**config.mk**
```make
export PLATFORM = sky130hd
export DESIGN_NAME = wlf_core
export DESIGN_NICKNAME = d
export VERILOG_FILES = /design/src/wlf_pkg.sv /design/src/wlf_core.sv /design/src/wlf_filter.sv /design/src/wlf_hex.sv
export SDC_FILE = /design/constraint.sdc
export NUM_CORES = 1
export LEC_CHECK = 0
export BUFFER_PORTS_ARGS = -buffer_cell sky130_fd_sc_hd__buf_4
export CORE_MARGIN = 2
export CORE_UTILIZATION = 30
export CTS_CLUSTER_SIZE = 10
export DETAILED_ROUTE_END_ITERATION = 7
export GPL_ROUTABILITY_DRIVEN = 0
export GPL_TIMING_DRIVEN = 0
export SLEW_MARGIN = 15
export SYNTH_ARGS = -nofsm -noshare
export SYNTH_HDL_FRONTEND = slang
export SYNTH_SLANG_ARGS = --single-unit
```
**constraint.sdc**
```tcl
create_clock -name clk -period 3.2 [get_ports clk]
set_input_delay 0.48 -clock clk [delete_from_list [all_inputs] [get_ports clk]]
set_output_delay 0.48 -clock clk [all_outputs]
set_load 0.01 [all_outputs]
```
**src/wlf_pkg.sv**
```systemverilog
// Shared constants, command codes, state encoding and state records of the setup byte 4 command block.
package wlf_pkg;

    // System clock rate in hertz.
    localparam int CLK_HZ = 20_000_000;
    // Physical I/O line count of the module.
    localparam int PHYS_LINES = 15;
    // Widest parallel value: eight words of eight bits.
    localparam int DATA_W = 64;
    // Bits in one data word.
    localparam int WORD_BITS = 8;
    // Hex digits carried by one data word.
    localparam logic [4:0] DIGITS_PER_WORD = 5'h02;
    // Hex digits in a full setup value.
    localparam logic [4:0] SETUP_DIGITS = 5'h08;
    // Hex digits in a single-line index argument.
    localparam logic [4:0] INDEX_DIGITS = 5'h02;
    // Largest digit count tracked; longer arguments saturate here.
    localparam logic [4:0] MAX_DIGITS = 5'h11;

    // Factory setup value: address one, 300 baud, no parity, two words.
    localparam logic [31:0] FACTORY_SETUP = 32'h31070102;
    // Field positions inside the 32-bit setup value.
    localparam int WLEN_LSB = 0;
    localparam int WLEN_W = 4;
    localparam int FILT_LSB = 4;
    localparam int FILT_W = 2;
    localparam int BAUD_LSB = 16;
    localparam int BAUD_W = 4;
    // Word length limits.
    localparam logic [3:0] WLEN_MIN = 4'h1;
    localparam logic [3:0] WLEN_MAX = 4'h8;

    // Filter selections.
    localparam logic [1:0] FILT_NONE = 2'h0;
    localparam logic [1:0] FILT_5MS = 2'h1;
    localparam logic [1:0] FILT_20MS = 2'h2;
    localparam logic [1:0] FILT_50MS = 2'h3;
    // Filter periods in milliseconds and their cycle counts.
    localparam int FILT5_MS = 5;
    localparam int FILT20_MS = 20;
    localparam int FILT50_MS = 50;
    localparam int FILT5_CYC = FILT5_MS * (CLK_HZ / 1000);
    localparam int FILT20_CYC = FILT20_MS * (CLK_HZ / 1000);
    localparam int FILT50_CYC = FILT50_MS * (CLK_HZ / 1000);
    // Width of the filter stability counter.
    localparam int FILT_CNT_W = 21;
    // Width of the event counter.
    localparam int EVT_W = 16;

    // Command codes presented by the character front end.
    typedef enum logic [3:0] {
        WLF_WRITE_ENABLE_CMD = 4'h0,
        WLF_SETUP_WRITE_CMD = 4'h1,
        WLF_SETUP_READ_CMD = 4'h2,
        WLF_PARALLEL_OUTPUT_CMD = 4'h3,
        WLF_PARALLEL_INPUT_CMD = 4'h4,
        WLF_OUTPUT_READBACK_CMD = 4'h5,
        WLF_INPUT_VALUE_READ_CMD = 4'h6,
        WLF_SET_BIT_CMD = 4'h7,
        WLF_CLEAR_BIT_CMD = 4'h8,
        WLF_REMOTE_RESET_CMD = 4'h9
    } wlf_cmd_type;

    // Completion status of a command.
    typedef enum logic [1:0] {
        WLF_ST_OK = 2'h0,
        WLF_ST_SYNTAX = 2'h1,
        WLF_ST_PROTECT = 2'h2
    } wlf_status_type;

    // Sequencer states, one-hot.
    typedef enum logic [2:0] {
        WLF_IDLE = 3'b001,
        WLF_ARGS = 3'b010,
        WLF_RESP = 3'b100
    } wlf_state_type;

    // Character arriving from the serial front end.
    typedef struct packed {
        logic valid;
        logic last;
        logic [7:0] char;
    } wlf_rx_type;

    // Complete state of the command block.
    typedef struct packed {
        wlf_state_type state;
        wlf_cmd_type code;
        wlf_status_type status;
        logic [31:0] setup;
        logic [BAUD_W-1:0] baud;
        logic we_armed;
        logic [PHYS_LINES-1:0] dout;
        logic [EVT_W-1:0] evcnt;
        logic evt_prev;
        logic bad;
        logic [4:0] ndig;
        logic [DATA_W-1:0] argsh;
        logic [DATA_W-1:0] rdata;
        logic [4:0] ridx;
        logic tx_valid;
        logic [7:0] tx_char;
        logic done;
    } wlf_core_type;

    // Complete state of the event filter.
    typedef struct packed {
        logic sync1;
        logic sync2;
        logic stable;
        logic [FILT_CNT_W-1:0] cnt;
    } wlf_filt_type;

endpackage
```
**src/wlf_core.sv**
```systemverilog
// Setup byte 4 command block: word length, parallel data and event filter.
// Operation
// - Bits 5:4 choose none, 5, 20, 50 ms
// - No filter follows inputs to 20 kHz
// - Word length one to eight, zero illegal; the code accepts zero and clamps it to one, and 9 to 15 to eight
// - Each word is eight bits, two digits
// - Wrong output digit count gives syntax error
// - Reads answer exactly configured word count
// - Rightmost digit is least significant line
// - Output bits above physical lines are dropped
// - Readback reports bits above physical width as ones
// - Single-line commands ignore word length
// - Setup write needs write enable just before
// - Factory setup is 31070102
// - Setup read returns full setup value
// - New setup applies at once, baud at reset
`timescale 1ns/100ps
module wlf_core #(
    parameter int FILT5_CYC = wlf_pkg::FILT5_CYC,
    parameter int FILT20_CYC = wlf_pkg::FILT20_CYC,
    parameter int FILT50_CYC = wlf_pkg::FILT50_CYC
) (
    input wire logic clk,
    input wire logic arst_n,
    input wire logic cmd_valid,
    input wire wlf_pkg::wlf_cmd_type cmd_code,
    input wire wlf_pkg::wlf_rx_type rx,
    input wire logic tx_ready,
    input wire logic [wlf_pkg::PHYS_LINES-1:0] din,
    input wire logic event_in,
    output logic tx_valid,
    output logic [7:0] tx_char,
    output logic resp_done,
    output wlf_pkg::wlf_status_type resp_status,
    output logic [wlf_pkg::PHYS_LINES-1:0] dout,
    output logic [wlf_pkg::BAUD_W-1:0] baud_sel,
    output logic [wlf_pkg::EVT_W-1:0] event_count
);

    wlf_pkg::wlf_core_type s; // Registered state.
    wlf_pkg::wlf_core_type n; // Next state.
    logic evt_stable; // Debounced event input.
    logic [7:0] hex_char; // ASCII form of the next reply digit.
    logic [3:0] rx_val; // Value of the arriving digit.
    logic rx_hex; // Arriving character is a hex digit.
    logic [3:0] wlen; // Word length clamped to its legal range.
    logic [4:0] want; // Digits a parallel value occupies.
    localparam int DATA_W_L = wlf_pkg::DATA_W; // Widest parallel value, declared before its first use.
    logic [DATA_W_L-1:0] ones_top; // Ones above the physical lines.

    // Debounce filter steered by the live filter field.
    wlf_filter #(
        .FILT5_CYC(FILT5_CYC),
        .FILT20_CYC(FILT20_CYC),
        .FILT50_CYC(FILT50_CYC)
    ) u_filter (
        .clk(clk),
        .arst_n(arst_n),
        .raw(event_in),
        .sel(s.setup[wlf_pkg::FILT_LSB +: wlf_pkg::FILT_W]),
        .stable(evt_stable)
    );

    // One codec serves the arriving and the departing digit.
    wlf_hex u_hex (
        .nibble(s.rdata[DATA_W_L-1 -: 4]),
        .char_in(rx.char),
        .char_out(hex_char),
        .value(rx_val),
        .is_hex(rx_hex)
    );

    // A zero or oversized length is the host's fault; clamping keeps the
    // digit arithmetic in range instead of producing a runaway reply.
    always_comb begin
        wlen = s.setup[wlf_pkg::WLEN_LSB +: wlf_pkg::WLEN_W];
        if (wlen < wlf_pkg::WLEN_MIN) begin
            wlen = wlf_pkg::WLEN_MIN;
        end else if (wlen > wlf_pkg::WLEN_MAX) begin
            wlen = wlf_pkg::WLEN_MAX;
        end
        want = 5'({1'b0, wlen} * wlf_pkg::DIGITS_PER_WORD);
        ones_top = ~DATA_W_L'({wlf_pkg::PHYS_LINES{1'b1}});
    end

    // Command sequencer: gather digits, act on the terminator, then stream
    // the reply most significant digit first.
    always_comb begin
        n = s;
        n.done = 1'b0;
        n.evt_prev = evt_stable;
        if (evt_stable && !s.evt_prev) begin
            n.evcnt = s.evcnt + 1'b1;
        end
        if (s.tx_valid && tx_ready) begin
            n.tx_valid = 1'b0;
        end
        case (s.state)
            wlf_pkg::WLF_IDLE: begin
                if (cmd_valid) begin
                    n.code = cmd_code;
                    n.ndig = '0;
                    n.argsh = '0;
                    n.bad = 1'b0;
                    n.state = wlf_pkg::WLF_ARGS;
                end
            end
            wlf_pkg::WLF_ARGS: begin
                if (rx.valid && !rx.last) begin
                    if (!rx_hex) begin
                        n.bad = 1'b1;
                    end
                    // Digits shift in from the right, so the last one typed
                    // is the least significant.
                    n.argsh = {s.argsh[DATA_W_L-5:0], rx_val};
                    if (s.ndig != wlf_pkg::MAX_DIGITS) begin
                        n.ndig = s.ndig + 1'b1;
                    end
                end else if (rx.valid) begin
                    n.status = wlf_pkg::WLF_ST_OK;
                    n.state = wlf_pkg::WLF_IDLE;
                    n.done = 1'b1;
                    // The enable lasts for exactly one following command.
                    n.we_armed = 1'b0;
                    case (s.code)
                        wlf_pkg::WLF_WRITE_ENABLE_CMD: begin
                            n.we_armed = 1'b1;
                        end
                        wlf_pkg::WLF_SETUP_WRITE_CMD: begin
                            if (!s.we_armed) begin
                                n.status = wlf_pkg::WLF_ST_PROTECT;
                            end else if (s.bad || s.ndig != wlf_pkg::SETUP_DIGITS) begin
                                n.status = wlf_pkg::WLF_ST_SYNTAX;
                            end else begin
                                n.setup = s.argsh[31:0];
                            end
                        end
                        wlf_pkg::WLF_REMOTE_RESET_CMD: begin
                            if (!s.we_armed) begin
                                n.status = wlf_pkg::WLF_ST_PROTECT;
                            end else begin
                                n.baud = s.setup[wlf_pkg::BAUD_LSB +: wlf_pkg::BAUD_W];
                            end
                        end
                        wlf_pkg::WLF_PARALLEL_OUTPUT_CMD: begin
                            if (s.bad || s.ndig != want) begin
                                n.status = wlf_pkg::WLF_ST_SYNTAX;
                            end else begin
                                n.dout = s.argsh[wlf_pkg::PHYS_LINES-1:0];
                            end
                        end
                        wlf_pkg::WLF_SET_BIT_CMD, wlf_pkg::WLF_CLEAR_BIT_CMD: begin
                            // Index addressing never looks at the word length.
                            if (s.bad || s.ndig != wlf_pkg::INDEX_DIGITS ||
                                    s.argsh[7:0] >= 8'(wlf_pkg::PHYS_LINES)) begin
                                n.status = wlf_pkg::WLF_ST_SYNTAX;
                            end else begin
                                n.dout[s.argsh[3:0]] = (s.code == wlf_pkg::WLF_SET_BIT_CMD);
                            end
                        end
                        wlf_pkg::WLF_SETUP_READ_CMD: begin
                            // The full 32-bit value leaves as eight digits.
                            n.rdata = {s.setup, 32'h00000000};
                            n.ridx = wlf_pkg::SETUP_DIGITS;
                            n.done = 1'b0;
                            n.state = wlf_pkg::WLF_RESP;
                        end
                        wlf_pkg::WLF_PARALLEL_INPUT_CMD, wlf_pkg::WLF_OUTPUT_READBACK_CMD,
                                wlf_pkg::WLF_INPUT_VALUE_READ_CMD: begin
                            if (s.code == wlf_pkg::WLF_PARALLEL_INPUT_CMD) begin
                                n.rdata = ones_top | DATA_W_L'(din);
                            end else if (s.code == wlf_pkg::WLF_OUTPUT_READBACK_CMD) begin
                                n.rdata = ones_top | DATA_W_L'(s.dout);
                            end else begin
                                n.rdata = DATA_W_L'(s.evcnt);
                            end
                            // Left-align so the first digit sent is the top of
                            // the configured width; higher bits fall away.
                            n.rdata = n.rdata << (7'(wlf_pkg::DATA_W) - 7'({want, 2'b00}));
                            n.ridx = want;
                            n.done = 1'b0;
                            n.state = wlf_pkg::WLF_RESP;
                        end
                        default: begin
                            n.status = wlf_pkg::WLF_ST_SYNTAX;
                        end
                    endcase
                end
            end
            wlf_pkg::WLF_RESP: begin
                if (!s.tx_valid || tx_ready) begin
                    if (s.ridx != 5'h00) begin
                        n.tx_valid = 1'b1;
                        n.tx_char = hex_char;
                        n.rdata = {s.rdata[DATA_W_L-5:0], 4'h0};
                        n.ridx = s.ridx - 1'b1;
                    end else begin
                        n.done = 1'b1;
                        n.state = wlf_pkg::WLF_IDLE;
                    end
                end
            end
            default: begin
                n.state = wlf_pkg::WLF_IDLE;
            end
        endcase
    end

    // Registers the whole block state; setup starts at the factory value.
    always_ff @(posedge clk or negedge arst_n) begin
        if (!arst_n) begin
            s <= '0;
            s.state <= wlf_pkg::WLF_IDLE;
            s.setup <= wlf_pkg::FACTORY_SETUP;
            s.baud <= wlf_pkg::FACTORY_SETUP[wlf_pkg::BAUD_LSB +: wlf_pkg::BAUD_W];
        end else begin
            s <= n;
        end
    end

    assign tx_valid = s.tx_valid;
    assign tx_char = s.tx_char;
    assign resp_done = s.done;
    assign resp_status = s.status;
    assign dout = s.dout;
    assign baud_sel = s.baud;
    assign event_count = s.evcnt;

    logic term_seen; // Terminator taken in the argument state.
    assign term_seen = s.state == wlf_pkg::WLF_ARGS && rx.valid && rx.last;
endmodule

```
**src/wlf_filter.sv**
```systemverilog
// Debounce filter for the event counter input.
`timescale 1ns/100ps
module wlf_filter #(
    parameter int FILT5_CYC = wlf_pkg::FILT5_CYC,
    parameter int FILT20_CYC = wlf_pkg::FILT20_CYC,
    parameter int FILT50_CYC = wlf_pkg::FILT50_CYC
) (
    input wire logic clk,
    input wire logic arst_n,
    input wire logic raw,
    input wire logic [1:0] sel,
    output logic stable
);

    wlf_pkg::wlf_filt_type s; // Registered state.
    wlf_pkg::wlf_filt_type n; // Next state.
    logic [wlf_pkg::FILT_CNT_W-1:0] limit; // Cycles the input must hold.

    // Picks the hold time for the current selection.
    always_comb begin
        case (sel)
            wlf_pkg::FILT_5MS: limit = wlf_pkg::FILT_CNT_W'(FILT5_CYC);
            wlf_pkg::FILT_20MS: limit = wlf_pkg::FILT_CNT_W'(FILT20_CYC);
            wlf_pkg::FILT_50MS: limit = wlf_pkg::FILT_CNT_W'(FILT50_CYC);
            default: limit = '0;
        endcase
    end

    // The sampled level must stay different from the accepted one for the
    // whole period; any return resets the count, so bounces are dropped.
    always_comb begin
        n = s;
        n.sync1 = raw;
        n.sync2 = s.sync1;
        if (sel == wlf_pkg::FILT_NONE) begin
            // Unfiltered: tracks each sample, far above the 20 kHz bandwidth.
            n.stable = s.sync2;
            n.cnt = '0;
        end else if (s.sync2 == s.stable) begin
            n.cnt = '0;
        end else if (s.cnt + 1'b1 >= limit) begin
            n.stable = s.sync2;
            n.cnt = '0;
        end else begin
            n.cnt = s.cnt + 1'b1;
        end
    end

    // Registers the filter state.
    always_ff @(posedge clk or negedge arst_n) begin
        if (!arst_n) begin
            s <= '0;
        end else begin
            s <= n;
        end
    end

    assign stable = s.stable;

endmodule

```
**src/wlf_hex.sv**
```systemverilog
// Hex digit codec: nibble to ASCII and ASCII to nibble.
`timescale 1ns/100ps
module wlf_hex (
    input wire logic [3:0] nibble,
    input wire logic [7:0] char_in,
    output logic [7:0] char_out,
    output logic [3:0] value,
    output logic is_hex
);

    // Both conversions are pure decode; upper and lower case letters are accepted.
    always_comb begin
        char_out = (nibble < 4'hA) ? (8'h30 + {4'h0, nibble}) : (8'h37 + {4'h0, nibble});
        value = 4'h0;
        is_hex = 1'b1;
        if (char_in >= 8'h30 && char_in <= 8'h39) begin
            value = 4'(char_in - 8'h30);
        end else if (char_in >= 8'h41 && char_in <= 8'h46) begin
            value = 4'(char_in - 8'h37);
        end else if (char_in >= 8'h61 && char_in <= 8'h66) begin
            value = 4'(char_in - 8'h57);
        end else begin
            is_hex = 1'b0;
        end
    end

endmodule

```
Word level (Yosys, flattened, before mapping)

Index checks and enable logic that the tools add are counted.

Logic and storage cells: 177
Register bits after elaboration: 247
Output and inout port bits: 47
Bits of input ports: 34

Add/subtract/negate cells: 10
Shift-type cells: 1
Equal/unequal tests: 33
Bitwise logic cells: 2
$lt $le $gt $ge: 13
Mux-type cells: 59
Reductions and logical operators: 38

Operators by type and width:

| kind                  | number |
|---|---|
| $mux 64               | 6 |
| $pmux 69 s2           | 2 |
| $mux 70               | 2 |
| $pmux 70 s2           | 1 |
| $mux 69               | 2 |
| $mux 79               | 1 |
| $mux 78               | 1 |
| $shl 64x7->64         | 1 |
| $pmux 20 s3           | 1 |
| $mux 21               | 2 |
| $mux 15               | 2 |
| $pmux 15 s2           | 1 |
| $mux 22               | 1 |
| $ne 2x2->1 const B    | 11 |
| $add 21x1->21 const B | 1 |
| $ge 21x20->1          | 1 |
| $mux 4                | 5 |
| $reduce_and 6->1      | 3 |
| $add 16x1->16 const B | 1 |
| $eq 4x3->1 const B    | 4 |
| $ge 8x7->1 const B    | 2 |
| $le 8x7->1 const B    | 2 |
| $mux 1                | 16 |
| $bwmux 15             | 1 |
| 55 further kinds      | 86 |

Longest topological paths before layout

Depth after elaboration: 12
Depth in mapped cells: 12
Depth with buffers taken out: 11

Modules after synthesis

A second synthesis with hierarchy kept.

Cell total of the unflattened synthesis: 1249
Area total of the unflattened synthesis: 12091.6 µm²

Modules (own cells, without submodules):

| module     | sequential area each (µm²) | instances | cells an instance | area an instance (µm²) |
|---|---|---|---|---|
| wlf_core   | 4894.7                     | 1         | 1051              | 10141.0 |
| wlf_filter | 600.6                      | 1         | 155               | 1665.3 |
| wlf_hex    | 0.0                        | 1         | 43                | 285.3 |

Worst setup path before layout

OpenSTA, ideal clock, no wires.

Path type: register -> register
Start point: register u_filter.s[0] (netlist bit)
End point: register u_filter.s (netlist bit u_filter.stable)
Required time: 3074 ps
Setup time: 126 ps
Cell stages (with the launch flop): 12
Buffers on the path: 0
Path slack: 242 ps
Clock period less this slack: 2958 ps
Arrival: 2832 ps
Cell sequence: dfrtp_1 > ha_1 > and4_1 > nand4_2 > nor3_1 > xor2_1 > ha_1 > a21o_1 > a211oi_1 > and2_1 > a2111oi_0 > a311o_1

Word-level cells in the longest chain between the ends: 4

RTL lines:

| item                        | RTL line         | RTL |
|---|---|---|
| start, declared             | wlf_filter.sv:15 | `wlf_pkg::wlf_filt_type s;` |
| start signal, assigned      | wlf_filter.sv:54 | `s <= n;` |
| $add 21x1->21               | wlf_filter.sv:41 | `end else if (s.cnt + 1'b1 >= limit) begin` |
| $ge 21x20->1                | wlf_filter.sv:41 |  |
| $reduce_bool 2->1 (no line) | --               |  |
| $reduce_and 2->1 (no line)  | --               |  |

Every way passes these cells.
A chain may end at the register's enable or synchronous reset.

==> results by group <==
GRT
  • GR Util All Layers: 17.26%
  • First-pass GRT wire length: 56.66 mm
  • Vias in the first global route: 9638
  • Overflow after GRT: 0
  • Initial antenna violation count: 0
  • Largest net degree at the start of global routing: 92

Final layout
  • Area grow syn2layout: 18.21%
  • Layout Cells excl Fill: 1852
  • Nets: 1372
  • Fill count: 3989
  • Layout cells sized above 1: 20.95%
  • Antenna diodes: 0

STA
  • Worst Hold Slack: 0.05098 ns
  • Tcrit/Tclk final: 94.11%
  • Endpoints failing setup: 0
  • Setup ws final: 0.1885 ns
  • Final Max Slew Viols: 0
  • Minimum clock period: 3.011 ns
  • Setup TNS: 0 ns
  • Worst-Margin Slew: 0.8413 ns
  • RSZ-0062 raised after global routing: false
  • Slew HR: 43.81%
  • Fmax: 332.1 MHz
  • Clock skew: 0.01602 ns
  • Final Hold Vio Count: 0

Route
  • Routed vias/inst: 5.383
  • Drt drc: 0
  • Drt total wl: 36.26 mm
  • Drt first pass iters: 7
  • Post-route ant nets: 0
  • Vias post-DR: 9970
  • Initial drt markers: 1007
  • Routed wire per std cell: 19.58 um

Pwr
  • Logic pwr share: 27.9%
  • LEAKAGE: 0.006335 uW
  • Worst VDD drop: 0.4005 mV
  • Clock power frac: 33.8%
  • PwrDens: 569.2 mW/mm2
  • Sw Pwr: 2757 uW
  • Cell Int Power: 5365 uW
  • Sequential Power Share: 38.3%
  • Tot Pwr: 8122 uW
  • Sw Ratio: 33.95%

Synthesis
  • Synthesized area: 0.01207 mm2
  • Share of the synthesized area in the top cell type: 42.70%
  • Most area-consuming cells after synthesis: dfrtp_1, mux2_2, buf_4
  • Syn. warnings: 0
  • Post-synthesis register bit count: 218
  • Predominant post-synthesis flop cell: dfrtp_1
  • Syn_area_per_cell: 10.09 um2
  • Netlist cell types: 79
  • Yosys top cell by area: dfrtp_1
  • Synth cell count leaders: dfrtp_1, a21oi_1, nand2_1
  • Most numerous cell in the Yosys netlist: dfrtp_1
  • Sequential element share of the synthesized area: 45.32%
  • Number of flops mapped to enable cells by yosys: 0
  • Async S/R FF share, synth: 100.0%
  • Cells after synthesis: 1196

Floorplan
  • Initial Util: 30.38%
  • Die Area: 0.04186 mm2
  • Die Width: 204.6 um
  • # IOs: 81
  • Die Y: 204.6 um
  • Core Box Area: 0.03973 mm2
  • Rows: 73

Placed design
  • Setup WS pre-CTS: -0.6678 ns
  • IO Port Bufs: 79
  • Placed Cells: 1803
  • DP Wirelength: 27.11 mm

Critical path
  • Crit Path Category: register to register
  • Crit-path max FO: 10
  • Req. time, crit path: 3.63 ns
  • Startpoint types: register
  • Critical path capture point type: register
  • Worst endpoint data arrival time: 3.44 ns

Clocking
  • CTS root buffer: clkbuf_16
  • CTS Buf Count: 26
  • Skew-Pair Late Insertion Delay: 0.54 ns
  • H-tree depth: 1
  • CTS Buffer Depth: 3
  • Clk slew on worst S/H paths: 0.06 ns
  • CTS Sinks: 218
  • CTS tree: built

Run
  • Max_cap viols: 0

Status
  • Outcome: finished, final reports clean

Worst hold path
  • Worst hold path type: input pin to register
flip-flops by register name (all words and copies together) (netlist names):
register         cells
resp_status          2
u_filter.s          22
baud_sel             4
u_filter.n           1
tx_valid             1
s                  148
tx_char              7
dout                15
resp_done            1
event_count         16
u_filter.stable      1
per-stage QoR:
| step | util (%) | area [um2] |
|---|---|---|
| after global routing | 35.92 | 14270 |
| after CTS | 35.77 | 14210 |
| after floorplan | - | 12080 |
| final | 35.92 | 14270 |
| after global placement | 33.54 | 13330 |
| after detailed placement | 33.70 | 13390 |
worst max-delay path, cell delays in order (launching register included):
cell      delay, ns
dfrtp_1        0.39
ha_2           0.24
and4_4         0.29
nand4_2        0.20
nor3_2         0.19
xor2_1         0.20
ha_1           0.27
a21o_1         0.17
a211oi_2       0.28
and2_4         0.22
a211oi_4       0.06
buf_4          0.19
nor3b_1        0.21
worst paths after layout:
path	from	end	slack, ns	cells after the start
worst max register to register	u_filter.s[0]	u_filter.s[16]	0.19	12
min in group asynchronous	arst_n	dout[1]	0.46	2
worst max-delay path	u_filter.s[0]	u_filter.s[16]	0.19	12
max in group asynchronous	arst_n	tx_char[0]	1.57	4
worst min-delay path	event_in	u_filter.n[22]	0.05	1
worst min register to register	u_filter.n[22]	u_filter.s[22]	0.37	0
layer usage:
layer / vias to the layer above / share of wire, % / global-route usage (%)
met5: - / 0 / 0
met4: 0 / 2.9 / 5.435
met3: 56 / 5.7 / 2.020
met2: 338 / 46 / 27.91
met1: 4955 / 45 / 24.06
li1: 4621 / - / -
layout by cell type (no fill, tap or decap), drive strengths merged, types with 11 or more instances in the layout:
master / instances
a211oi: 19
a21oi: 77
a221oi: 15
a222oi: 15
a22o: 28
a22oi: 36
a31oi: 19
and3: 17
buf: 159
clkbuf: 93
dfrtp: 206
dfstp: 12
ha: 30
inv: 35
mux2: 62
mux2i: 21
nand2: 66
nand2b: 16
nand3: 19
nand4: 17
nor2: 67
nor2b: 11
nor3: 25
nor3b: 23
o21ai: 84
o22ai: 14
xnor2: 26
xor2: 19
cells by family after synthesis:
logic type | Yosys count | synth area share (%)
and+or+nand+nor | 298 | 13.45
DFF | 218 | 45.32
other | 1 | 0.03106
adders and majority gates | 30 | 3.109
buffers and inverters | 161 | 6.820
xor gates and xnor gates | 45 | 3.327
AOI/OAI and AO/OA | 360 | 20.42
muxes | 83 | 7.525
power by group through the flow:
stage / Sequential, uW / Combinational [uW] / Clock [uW]
floorplan: 3090 / 1510 / 0
global placement: 3150 / 2180 / 0
detailed placement: 3160 / 2220 / 0
CTS: 3110 / 2240 / 2800
global route: 3140 / 2450 / 2920
finish: 3110 / 2260 / 2750
area by class of cell:
type                    instances  area, um2  share of cell area, %
clock inverters                 3      51.30                 0.3595
flip-flops and latches        218       5470                  38.33
plain buffers                 125      698.2                  4.893
multi-input cells             818       5863                  41.09
repair buffers                 84      680.7                  4.770
inverters                      35      131.4                 0.9207
well taps                     525      656.9                  4.603
clock buffers                  44      718.2                  5.033
repair_timing:
item / in CTS / in global routing
pin swaps: 1 / 3
setup endpoints to repair: 84 / 64
hold endpoints to repair: 55 / 0
hold buffers: 1 / 0
buffers inserted: 1 / 1
gates resized for setup: 12 / 19
No activity file was read; power rests on OpenSTA's default activity.
